### src/design/dtpb_pkg.sv
// Purpose: Constants and types for the down timer, PWM and buzzer unit
// Assumes: 32-bit APB, register index times four is the byte address
// Notes:   Indices are kept as printed; decode multiplies by four
package dtpb_pkg;
  // ************************************************************
  // Register indices
  // ************************************************************
  localparam logic [7:0] IDX_PWM_DUTY_LOW   = 8'h0C;
  localparam logic [7:0] IDX_PRESCALER_CNT  = 8'h0D;
  localparam logic [7:0] IDX_TIMER_HIGH     = 8'h0E;
  localparam logic [7:0] IDX_TIMER_CNT_LOW  = 8'h10;
  localparam logic [7:0] IDX_TIMER_CTRL_ONE = 8'h11;
  localparam logic [7:0] IDX_TIMER_CTRL_TWO = 8'h12;
  localparam logic [7:0] IDX_BUZZER_CTRL    = 8'h15;
  localparam int         ADDR_W             = 8;

  // ************************************************************
  // Field positions and reset values
  // ************************************************************
  localparam int          CTL_EN_BIT    = 0;
  localparam int          CTL_RL_BIT    = 1;
  localparam int          CTL_OS_BIT    = 2;
  localparam int          CTL_AL_BIT    = 6;
  localparam int          CTL_OEN_BIT   = 7;
  localparam int          HI_RELOAD_LSB = 4;
  localparam int          HI_DUTY_LSB   = 2;
  localparam int          C2_NDIS_BIT   = 3;
  localparam int          BZ_EN_BIT     = 7;
  localparam logic [7:0]  PRESC_RESET   = 8'hFF;
  localparam logic [3:0]  BZ_SEL_RESET  = 4'hF;
  localparam logic [2:0]  PS_SEL_RESET  = 3'h7;
  localparam logic [9:0]  CNT_FULL      = 10'h3FF;
  localparam logic [9:0]  CNT_ZERO      = 10'h000;

  // ************************************************************
  // Types
  // ************************************************************
  typedef struct packed {
    logic pwm_output_enable;
    logic pwm_active_low;
    logic one_shot;
    logic reload_mode;
    logic timer_enable;
  } dtpb_ctl_t;

  typedef struct packed {
    logic       buzzer_enable;
    logic [3:0] buzzer_freq_select;
  } dtpb_bz_t;

  typedef struct packed {
    logic       out;
    logic       oe;
  } dtpb_pin_t;

  typedef enum logic [1:0] {TS_IDLE, TS_RUN, TS_DONE} dtpb_state_t;
endpackage

### src/design/dtpb_top.sv
// Purpose: 10-bit down timer with prescaler, PWM and buzzer, APB slave
// Assumes: Single clock pclk at 200 MHz, timer counts prescaler ticks
// Notes:   Zero wait state bus; read data sampled in the setup cycle
//
// Decided for this implementation: the APB register port.
`timescale 1ns/1ps
module dtpb_top (
  // Clock and reset
  input  wire logic                      pclk,
  input  wire logic                      presetn,
  // APB slave
  input  wire logic                      psel,
  input  wire logic                      penable,
  input  wire logic                      pwrite,
  input  wire logic [dtpb_pkg::ADDR_W-1:0] paddr,
  input  wire logic [31:0]               pwdata,
  output logic      [31:0]               prdata,
  output logic                           pready,
  output logic                           pslverr,
  // General-purpose pin logic on the same clock
  input  wire logic                      gpio_out,
  input  wire logic                      gpio_oe,
  // Shared PWM pin and buzzer
  output dtpb_pkg::dtpb_pin_t            pwm_pin,
  output logic                           buzzer_out
);
  import dtpb_pkg::*;

  // ************************************************************
  // Register state
  // ************************************************************
  dtpb_ctl_t   ctl_r;
  dtpb_bz_t    bz_r;
  dtpb_state_t state_r;
  logic [7:0]  duty_low_r;
  logic [7:0]  reload_low_r;
  logic [7:0]  high_r;
  logic [2:0]  ps_sel_r;
  logic        ps_dis_r;
  logic [7:0]  presc_r;
  logic [9:0]  cnt_r;
  logic [31:0] prdata_r;
  logic [7:0]  rd_byte;
  logic [9:0]  reload_val;
  logic [9:0]  duty_val;
  logic [7:0]  idx;
  logic        addr_ok;
  logic        wr_acc;
  logic        cnt_wr;
  logic        tick;
  logic        underflow;
  logic        pwm_active;
  logic        pwm_level;
  logic        bz_src;
  logic [8:0]  tick_mask;

  assign idx     = {2'h0, paddr[ADDR_W-1:2]};
  assign addr_ok = (paddr[1:0] == 2'h0) &&
                   (idx == IDX_PWM_DUTY_LOW   || idx == IDX_PRESCALER_CNT ||
                    idx == IDX_TIMER_HIGH     || idx == IDX_TIMER_CNT_LOW ||
                    idx == IDX_TIMER_CTRL_ONE || idx == IDX_TIMER_CTRL_TWO ||
                    idx == IDX_BUZZER_CTRL);
  assign wr_acc  = psel && penable && pwrite && addr_ok;
  assign cnt_wr  = wr_acc && (idx == IDX_TIMER_CNT_LOW);
  assign pready  = 1'b1;
  assign pslverr = psel && penable && !addr_ok;
  assign prdata  = prdata_r;

  // ************************************************************
  // Control registers
  // ************************************************************
  always_ff @(posedge pclk or negedge presetn) begin
    if (!presetn) begin
      ctl_r <= '0;
    end else if (wr_acc && idx == IDX_TIMER_CTRL_ONE) begin
      ctl_r.pwm_output_enable <= pwdata[CTL_OEN_BIT];
      ctl_r.pwm_active_low    <= pwdata[CTL_AL_BIT];
      ctl_r.one_shot          <= pwdata[CTL_OS_BIT];
      ctl_r.reload_mode       <= pwdata[CTL_RL_BIT];
      ctl_r.timer_enable      <= pwdata[CTL_EN_BIT];
    end
  end

  always_ff @(posedge pclk or negedge presetn) begin
    if (!presetn) begin
      bz_r.buzzer_enable      <= 1'b0;
      bz_r.buzzer_freq_select <= BZ_SEL_RESET;
    end else if (wr_acc && idx == IDX_BUZZER_CTRL) begin
      bz_r.buzzer_enable      <= pwdata[BZ_EN_BIT];
      bz_r.buzzer_freq_select <= pwdata[3:0];
    end
  end

  always_ff @(posedge pclk or negedge presetn) begin
    if (!presetn) begin
      ps_sel_r <= PS_SEL_RESET;
      ps_dis_r <= 1'b1;
    end else if (wr_acc && idx == IDX_TIMER_CTRL_TWO) begin
      ps_sel_r <= pwdata[2:0];
      ps_dis_r <= pwdata[C2_NDIS_BIT];
    end
  end

  always_ff @(posedge pclk or negedge presetn) begin
    if (!presetn) begin
      high_r       <= '0;
      duty_low_r   <= '0;
      reload_low_r <= '0;
    end else if (wr_acc) begin
      if (idx == IDX_TIMER_HIGH) begin
        high_r <= pwdata[7:0];
      end
      if (idx == IDX_PWM_DUTY_LOW) begin
        duty_low_r <= pwdata[7:0];
      end
      if (idx == IDX_TIMER_CNT_LOW) begin
        reload_low_r <= pwdata[7:0];
      end
    end
  end

  // Reload and duty are both ten bits wide
  assign reload_val = {high_r[HI_RELOAD_LSB+1:HI_RELOAD_LSB],
                       reload_low_r};
  assign duty_val   = {high_r[HI_DUTY_LSB+1:HI_DUTY_LSB], duty_low_r};

  // ************************************************************
  // Prescaler
  // ************************************************************
  // Free-running down count; tick when the low sel+1 bits reach zero
  always_ff @(posedge pclk or negedge presetn) begin
    if (!presetn) begin
      presc_r <= PRESC_RESET;
    end else if (!ps_dis_r) begin
      presc_r <= presc_r - 8'h01;
    end
  end

  assign tick_mask = (9'h002 << ps_sel_r) - 9'h001;
  // Disabled prescaler is bypassed so the timer sees every clock
  assign tick = ps_dis_r ||
                ((presc_r & tick_mask[7:0]) == 8'h00);

  // ************************************************************
  // Down counter
  // ************************************************************
  assign underflow = tick && ctl_r.timer_enable && state_r == TS_RUN &&
                     cnt_r == CNT_ZERO;

  always_ff @(posedge pclk or negedge presetn) begin
    if (!presetn) begin
      cnt_r <= CNT_ZERO;
    end else if (cnt_wr) begin
      cnt_r <= {high_r[HI_RELOAD_LSB+1:HI_RELOAD_LSB], pwdata[7:0]};
    end else if (tick && ctl_r.timer_enable && state_r == TS_RUN) begin
      if (cnt_r != CNT_ZERO) begin
        cnt_r <= cnt_r - 10'h001;
      end else if (!ctl_r.one_shot) begin
        cnt_r <= ctl_r.reload_mode ? reload_val : CNT_FULL;
      end
    end
  end

  // One-shot stop is held until the counter is written again
  always_ff @(posedge pclk or negedge presetn) begin
    if (!presetn) begin
      state_r <= TS_IDLE;
    end else begin
      case (state_r)
        TS_IDLE: begin
          if (ctl_r.timer_enable || cnt_wr) begin
            state_r <= TS_RUN;
          end
        end
        TS_RUN: begin
          if (cnt_wr) begin
            state_r <= TS_RUN;
          end else if (underflow && ctl_r.one_shot) begin
            state_r <= TS_DONE;
          end
        end
        TS_DONE: begin
          if (cnt_wr) begin
            state_r <= TS_RUN;
          end
        end
        default: begin
          state_r <= TS_IDLE;
        end
      endcase
    end
  end

  // ************************************************************
  // PWM and pin mux
  // ************************************************************
  assign pwm_active = cnt_r < duty_val;
  assign pwm_level  = pwm_active ^ ctl_r.pwm_active_low;

  always_ff @(posedge pclk or negedge presetn) begin
    if (!presetn) begin
      pwm_pin <= '0;
    end else if (ctl_r.pwm_output_enable) begin
      pwm_pin.out <= pwm_level;
      pwm_pin.oe  <= 1'b1;
    end else begin
      pwm_pin.out <= gpio_out;
      pwm_pin.oe  <= gpio_oe;
    end
  end

  // ************************************************************
  // Buzzer
  // ************************************************************
  always_comb begin
    if (bz_r.buzzer_freq_select[3]) begin
      bz_src = cnt_r[bz_r.buzzer_freq_select[2:0]];
    end else begin
      // Bit n of the prescaler toggles at clock / 2^(n+1)
      bz_src = presc_r[bz_r.buzzer_freq_select[2:0]];
    end
  end

  always_ff @(posedge pclk or negedge presetn) begin
    if (!presetn) begin
      buzzer_out <= 1'b0;
    end else begin
      buzzer_out <= bz_r.buzzer_enable && bz_src;
    end
  end

  // ************************************************************
  // Read path
  // ************************************************************
  always_comb begin
    rd_byte = 8'h00;
    case (idx)
      IDX_PRESCALER_CNT:  rd_byte = presc_r;
      IDX_TIMER_HIGH:     rd_byte = high_r;
      IDX_TIMER_CNT_LOW:  rd_byte = cnt_r[7:0];
      IDX_TIMER_CTRL_ONE: rd_byte = {ctl_r.pwm_output_enable,
                                     ctl_r.pwm_active_low, 3'h0,
                                     ctl_r.one_shot, ctl_r.reload_mode,
                                     ctl_r.timer_enable};
      IDX_TIMER_CTRL_TWO: rd_byte = {4'h0, ps_dis_r, ps_sel_r};
      default:            rd_byte = 8'h00;
    endcase
  end

  // Sampled in setup so prdata comes from a flop at zero wait
  always_ff @(posedge pclk or negedge presetn) begin
    if (!presetn) begin
      prdata_r <= '0;
    end else if (psel && !penable && !pwrite) begin
      prdata_r <= {24'h0, rd_byte};
    end
  end
endmodule

### config.mk
export PLATFORM = sky130hd
export DESIGN_NAME = dtpb_top
export DESIGN_NICKNAME = d
export VERILOG_FILES = /design/src/design/dtpb_pkg.sv /design/src/design/dtpb_top.sv
export SDC_FILE = /design/constraint.sdc
export NUM_CORES = 1
export LEC_CHECK = 0
export ABC_AREA = 1
export BUFFER_PORTS_ARGS = -buffer_cell sky130_fd_sc_hd__buf_4
export CAP_MARGIN = 5
export CORE_UTILIZATION = 50
export DETAILED_ROUTE_END_ITERATION = 8
export PLACE_DENSITY = 0.84
export SKIP_LAST_GASP = 1
export SLEW_MARGIN = 20
export SYNTH_ARGS = -nofsm -noshare
export SYNTH_HDL_FRONTEND = slang
export SYNTH_SLANG_ARGS = --single-unit
### constraint.sdc
create_clock -name pclk -period 1.9 [get_ports pclk]
set_clock_uncertainty 0.05 [all_clocks]
set_input_delay 0.19 -clock pclk [delete_from_list [all_inputs] [get_ports pclk]]
set_output_delay 0.19 -clock pclk [all_outputs]
set_load 0.005 [all_outputs]
== Word level (Yosys, flattened, before mapping) ==
Index checks and enable logic that the tools add are counted.
Operators by class
  bitwise logic cells: 2
  equal/unequal tests: 13
  shifts and indexed selects: 1
  reduce and logical (&&, ||, !) cells: 38
  multiply operators: 0
  div/mod/pow operators: 0
  muxes and demuxes: 17
  $add $sub $neg: 3
  $lt $le $gt $ge: 3
Operators with widths (number)
  2-to-1 mux 10 bit: 5
  case mux 8 bit (5 select lines): 1
  == test 6 x 5 -> 1 bit (second input constant): 4
  == test 6 x 4 -> 1 bit (second input constant): 3
  logical AND 1 bit: 16
  subtractor 8 x 1 -> 8 bit (second input constant): 2
  zero test 10 bit: 1
  < comparator 10 bit: 1
  2-to-1 mux 2 bit: 5
  nonzero test 10 bit: 1
  subtractor 10 x 1 -> 10 bit (second input constant): 1
  bitwise AND 8 bit: 1
  zero test 8 bit: 1
  logical OR 1 bit: 8
  AND reduction 2 bit: 4
  << shifter 2 x 3 -> 8 bit (first input constant): 1
  binary-select mux 1 bit (select 3 bit): 2
  case mux 2 bit (3 select lines): 1
  < comparator 3 x 5 -> 1 bit (second input constant): 1
  zero test 2 bit: 2
  < comparator 3 x 4 -> 1 bit (second input constant): 1
  != test 2 bit (second input constant): 2
  zero test 1 bit: 3
  2-to-1 mux 1 bit: 3
  7 further kinds: 7
Word-level totals
  memories: 0
  memory bits (writable): 0
  bits in read-only memories: 0
  output and inout port bits: 37
  register bits: 69
  latch bits: 0

== Depth between registers and ports, before layout ==
  word-level depth: 13
  mapped depth: 12
  mapped depth without buffers: 11

== Worst setup path before layout ==
OpenSTA, ideal clock, no wires.
  path type: register to register
  from: register cnt_r[0]
  to: register cnt_r[0]
  setup time: 0.125 ns
  period minus slack after synthesis: 1.824 ns
  stages on the path, launching flop included: 12
  path slack: 0.076 ns
  buffers on the path: 0
  required time: 1.725 ns
  data arrival time: 1.649 ns
  cell sequence: dfrtp_1 -> inv_1 -> ha_1 -> nand3_1 -> nor2_1 -> nand2_1 -> nor2_4 -> nand2_1 -> nand3_1 -> clkinv_1 -> nand3_1 -> nand3_1
On the way
  word-level cells in the longest chain between the ends: 4
  elaborated cells on any way between the ends: 7
  those cells by class: add/sub: 1; eq/ne: 1; mux: 3; reduce/logical: 2
Ends and longest elaborated chain
  start: declaration: line dtpb_top.sv:41  | logic [9:0] cnt_r;
  start signal: assignment: line dtpb_top.sv:154  | cnt_r <= {high_r[HI_RELOAD_LSB+1:HI_RELOAD_LSB], pwdata[7:0]};
  start signal: assignment: line dtpb_top.sv:157  | cnt_r <= cnt_r - 10'h001;
  start signal: assignment: line dtpb_top.sv:159  | cnt_r <= ctl_r.reload_mode ? reload_val : CNT_FULL;
  subtractor 10 x 1 -> 10 bit or nonzero test 10 bit (tied branches): line dtpb_top.sv:157, dtpb_top.sv:156
  2-to-1 mux 10 bit: line dtpb_top.sv:156  | if (cnt_r != CNT_ZERO) begin
  2-to-1 mux 10 bit: line dtpb_top.sv:155  | end else if (tick && ctl_r.timer_enable && state_r == TS_RUN) begin
  2-to-1 mux 10 bit: line dtpb_top.sv:153  | end else if (cnt_wr) begin
Parallel ways exist; a longest one is shown, timed or not. The select of a mux whose other input is x is not followed.
A chain may end at the register's enable or synchronous reset.

== Worst setup path in the final report ==
Same ends and word-level chain as after synthesis.

==> metrics.log <==
INFO  metric worst_hold_path_type = input pin to flop
INFO  metric netlist_area = 4080 µm²
INFO  metric clk_latency = 350 ps
INFO  metric initial_core_utilization = 0.522
INFO  metric layout.cells.most_common = sky130_fd_sc_hd__nand2_1
INFO  metric timing.critical_path.max_delay_family = simple AND/OR/NAND/NOR gates
INFO  metric post-route-period-util = 0.942
INFO  metric final_area = 4740 µm²
INFO  metric finalHoldViolations = 0
INFO  metric finalHoldWorstSlack = 35.3 ps
INFO  metric min_period = 1790 ps
INFO  metric rows = 32
INFO  metric h-tree-depth = 3
INFO  metric end_kind = flop
INFO  metric grt_overflow = 0
INFO  metric criticalPathCategory = flop to flop
INFO  metric r2r_setup_slk = 110 ps
INFO  metric timing.critical_path.cells = inv_1, ha_1, nand3_2, nor2_2, nand2_2, nor2_4, nand2_1, nand3_2, buf_2, nand3_1, nand3_1
INFO  metric status = completed
INFO  metric critical_path.startpoint_type = flop
INFO  metric area.growth.synth_to_final = 16.3%
INFO  metric postRouteWirelength = 10700 µm
INFO  metric n_antenna_cell = 0
INFO  metric vdd_ir_drop_max = 0.674 mV
INFO  metric post_synth_main_area_contributors = sky130_fd_sc_hd__dfrtp_1 (33%), sky130_fd_sc_hd__nand2_1 (12%), sky130_fd_sc_hd__dfstp_2 (10%), sky130_fd_sc_hd__o21ai_0 (7.1%), sky130_fd_sc_hd__nand3_1 (6.8%)
INFO  metric min-delay-start = pwdata[5]
INFO  metric vias = 3803
INFO  metric final_critical_path_setup_slack = 110 ps
INFO  metric reg2reg_depth = 11
INFO  metric hold_path_depth = 3
INFO  metric cts.repair_timing.setup_buffer_count = 0
INFO  metric layout.cells.most_common_list = sky130_fd_sc_hd__nand2_1 (134), sky130_fd_sc_hd__inv_1 (60), sky130_fd_sc_hd__o21ai_0 (58), sky130_fd_sc_hd__buf_4 (55)
INFO  metric gp_routability_congestion = 0.912
INFO  metric root_buffer = sky130_fd_sc_hd__clkbuf_8
INFO  metric numPortBuffers = 34
INFO  metric synth_largest_area_cell = sky130_fd_sc_hd__dfrtp_1
INFO  metric floorplan.die.width = 92.3 µm
INFO  metric power_density = 915 nW/µm²
INFO  metric dp_worst_setup_slack = -101 ps
INFO  metric count_of_antenna_violating_nets_left_after_detailed_routing = 0
INFO  metric postPlaceCellArea = 4480 µm²
INFO  metric critPathMaxFanout = 5
INFO  metric count_of_different_cell_masters_after_synthesis = 37
INFO  metric post-route-drc-count = 0
INFO  metric die_area = 8520 µm²
INFO  metric synth_seq_area_share = 0.428
INFO  metric leakage = 0.00243 µW
INFO  metric vias_per_cell = 5.47
INFO  metric numClockSinks = 69
INFO  metric final_layout_size_suffix_gt1_frac = 0.180
INFO  metric wire_per_inst = 15.4 µm
INFO  metric buffers_plus_inverters_on_the_worst_setup_path = 2
INFO  metric drt-initial-drc-count = 297
INFO  metric critical_path_cell_count = 11
INFO  metric fin_tns_setup = 0 ps
INFO  metric final_nets = 647
INFO  metric ys_ff_latch = 69
INFO  metric grt_usage = 0.270
INFO  metric drv.max_cap_violation_count = 0
INFO  metric dp_hpwl = 7700 µm
INFO  metric cts_made_buffers = 9
INFO  metric syn_inst = 531
INFO  metric rr_endpoint = cnt_r[0]$_DFFE_PN0P_
INFO  metric critical-path-max-stage-delay = 400 ps
INFO  metric antenna_violations_before_repair = 0
INFO  metric slowest_cell_on_the_critical_path = sky130_fd_sc_hd__dfrtp_1
INFO  metric final_setup_violation_count = 0
INFO  metric worstPathArrival = 2030 ps
INFO  metric design.core.area = 7810 µm²
INFO  metric grt_start_max_net_pins = 36
INFO  metric timing.fmax = 559 MHz
INFO  metric ys_warn_count = 0
INFO  metric grt_pass1_wl = 17300 µm
INFO  metric reg2reg_from = cnt_r[0]$_DFFE_PN0P_
INFO  metric synthesis.area_per_instance = 7.68 µm²
INFO  metric final-max-slew-violation-count = 0
INFO  metric cts_tree = yes
INFO  metric die_y = 92.3 µm
INFO  metric worst-endpoint-required = 2140 ps
INFO  metric top_level_ports = 84
INFO  metric drt_first_pass_iters = 5
INFO  metric grt_pass1_vias = 3667
INFO  metric cts.path.max_buffers = 2
INFO  metric whs_endpoint = high_r[5]$_DFFE_PN0P_
INFO  metric clk_pin_slew_worst_paths = 70 ps
INFO  metric yosys.area.top_type_share = 0.325
## cells in the mapped netlist
cell,instances
sky130_fd_sc_hd__o21a_1,1
sky130_fd_sc_hd__buf_6,2
sky130_fd_sc_hd__o22ai_1,2
sky130_fd_sc_hd__nor2_2,4
sky130_fd_sc_hd__o31ai_1,1
sky130_fd_sc_hd__dfrtp_1,53
sky130_fd_sc_hd__o211ai_1,2
sky130_fd_sc_hd__buf_2,3
sky130_fd_sc_hd__nand4_1,5
sky130_fd_sc_hd__and3_1,1
sky130_fd_sc_hd__conb_1,2
sky130_fd_sc_hd__a21oi_1,22
sky130_fd_sc_hd__buf_4,28
sky130_fd_sc_hd__a221oi_1,2
sky130_fd_sc_hd__clkinv_1,2
sky130_fd_sc_hd__inv_1,60
sky130_fd_sc_hd__dfstp_2,16
sky130_fd_sc_hd__a21boi_0,1
sky130_fd_sc_hd__xor2_1,9
sky130_fd_sc_hd__nand2_2,1
sky130_fd_sc_hd__nand3b_1,1
sky130_fd_sc_hd__o21ai_1,3
sky130_fd_sc_hd__ha_1,11
sky130_fd_sc_hd__nor3_1,7
sky130_fd_sc_hd__a21boi_2,1
sky130_fd_sc_hd__o22a_1,1
sky130_fd_sc_hd__nor2_4,3
sky130_fd_sc_hd__or2_2,2
sky130_fd_sc_hd__nor3_2,1
sky130_fd_sc_hd__clkbuf_1,4
sky130_fd_sc_hd__nor2_8,1
sky130_fd_sc_hd__nand3_1,55
sky130_fd_sc_hd__nand2_1,135
sky130_fd_sc_hd__xnor2_1,4
sky130_fd_sc_hd__nor2_1,26
sky130_fd_sc_hd__a31oi_1,1
sky130_fd_sc_hd__o21ai_0,58
## logic make-up (layout without fill, tap and decap cells)
| family | count (synthesis) | after routing | share of synthesized area |
|---|---|---|---|
| XOR/XNOR | 13 | 13 | 0.0279 |
| buffers and inverters | 99 | 138 | 0.122 |
| AND/OR/NAND/NOR | 242 | 242 | 0.262 |
| AO/OA/AOI/OAI | 95 | 95 | 0.125 |
| adder cells (fa/ha/maj) | 11 | 11 | 0.0338 |
| flip-flops | 69 | 69 | 0.428 |
| other | 2 | 25 | 0.00184 |
## repair_timing
item / CTS / global route
resized for setup: 1 / 7
endpoints found under the hold margin: 19 / 0
endpoints found under the setup margin: 9 / 10
hold buffers: 2 / 0
pin swaps: 0 / 1
cloned: 0 / 1
## sequential cells by signal, indices dropped and copies added (netlist names), 2 cells and up
signal / flops
cnt_r: 10
duty_low_r: 8
high_r: 8
prdata: 8
presc_r: 8
reload_low_r: 8
bz_r: 5
ctl_r: 5
ps_sel_r: 3
pwm_pin: 2
state_r: 2
## per-layer routing
metal  GRT usage  vias up  share of wire
met5           0        -              0
met4       0.133        0          0.045
met3      0.0681       46          0.068
met2       0.443      198           0.48
met1       0.329     1771           0.41
li1            -     1788              -
## through the flow
stage | cells | utilization | total power [µW]
floorplan | 554 | - | 2430
global route | 695 | 0.607 | 4560
finish | 695 | 0.607 | 4340
global placement | 677 | 0.573 | 2920
detailed placement | 677 | 0.573 | 2980
CTS | 694 | 0.604 | 4330
## worst max path at each step
stage	startpoint	end	slack [ps]
after CTS	cnt_r[0]$_DFFE_PN0P_	cnt_r[6]$_DFFE_PN0P_	20
after global placement	cnt_r[0]$_DFFE_PN0P_	cnt_r[1]$_DFFE_PN0P_	60
after global routing	cnt_r[0]$_DFFE_PN0P_	cnt_r[6]$_DFFE_PN0P_	-9
final	cnt_r[0]$_DFFE_PN0P_	cnt_r[0]$_DFFE_PN0P_	110
after detailed placement	cnt_r[0]$_DFFE_PN0P_	cnt_r[8]$_DFFE_PN0P_	-100
after floorplan	cnt_r[0]$_DFFE_PN0P_	cnt_r[0]$_DFFE_PN0P_	80
## worst reg2reg max path: stages (launching register included)
cell	delay, ps
sky130_fd_sc_hd__dfrtp_1	400
sky130_fd_sc_hd__inv_1	80
sky130_fd_sc_hd__ha_1	190
sky130_fd_sc_hd__nand3_2	100
sky130_fd_sc_hd__nor2_2	120
sky130_fd_sc_hd__nand2_2	90
sky130_fd_sc_hd__nor2_4	100
sky130_fd_sc_hd__nand2_1	90
sky130_fd_sc_hd__nand3_2	150
sky130_fd_sc_hd__buf_2	190
sky130_fd_sc_hd__nand3_1	80
sky130_fd_sc_hd__nand3_1	100
## where the power goes
part / switching [µW] / internal [µW] / leakage [µW]
sequential: 123 / 1630 / 0.000785
clock: 555 / 766 / 0.000105
combinational: 732 / 528 / 0.00154
total: 1410 / 2930 / 0.00243
## area by class of cell
type | instances | area, µm²
Timing Repair Buffer | 61 | 480
Multi-Input combinational cell | 386 | 1940
Sequential cell | 69 | 1750
Inverter | 62 | 235
Fill cell | 689 | 3070
Clock buffer | 11 | 141
Clock inverter | 4 | 72.6
Tap cell | 102 | 128
Power figures use the tool's default switching activity.
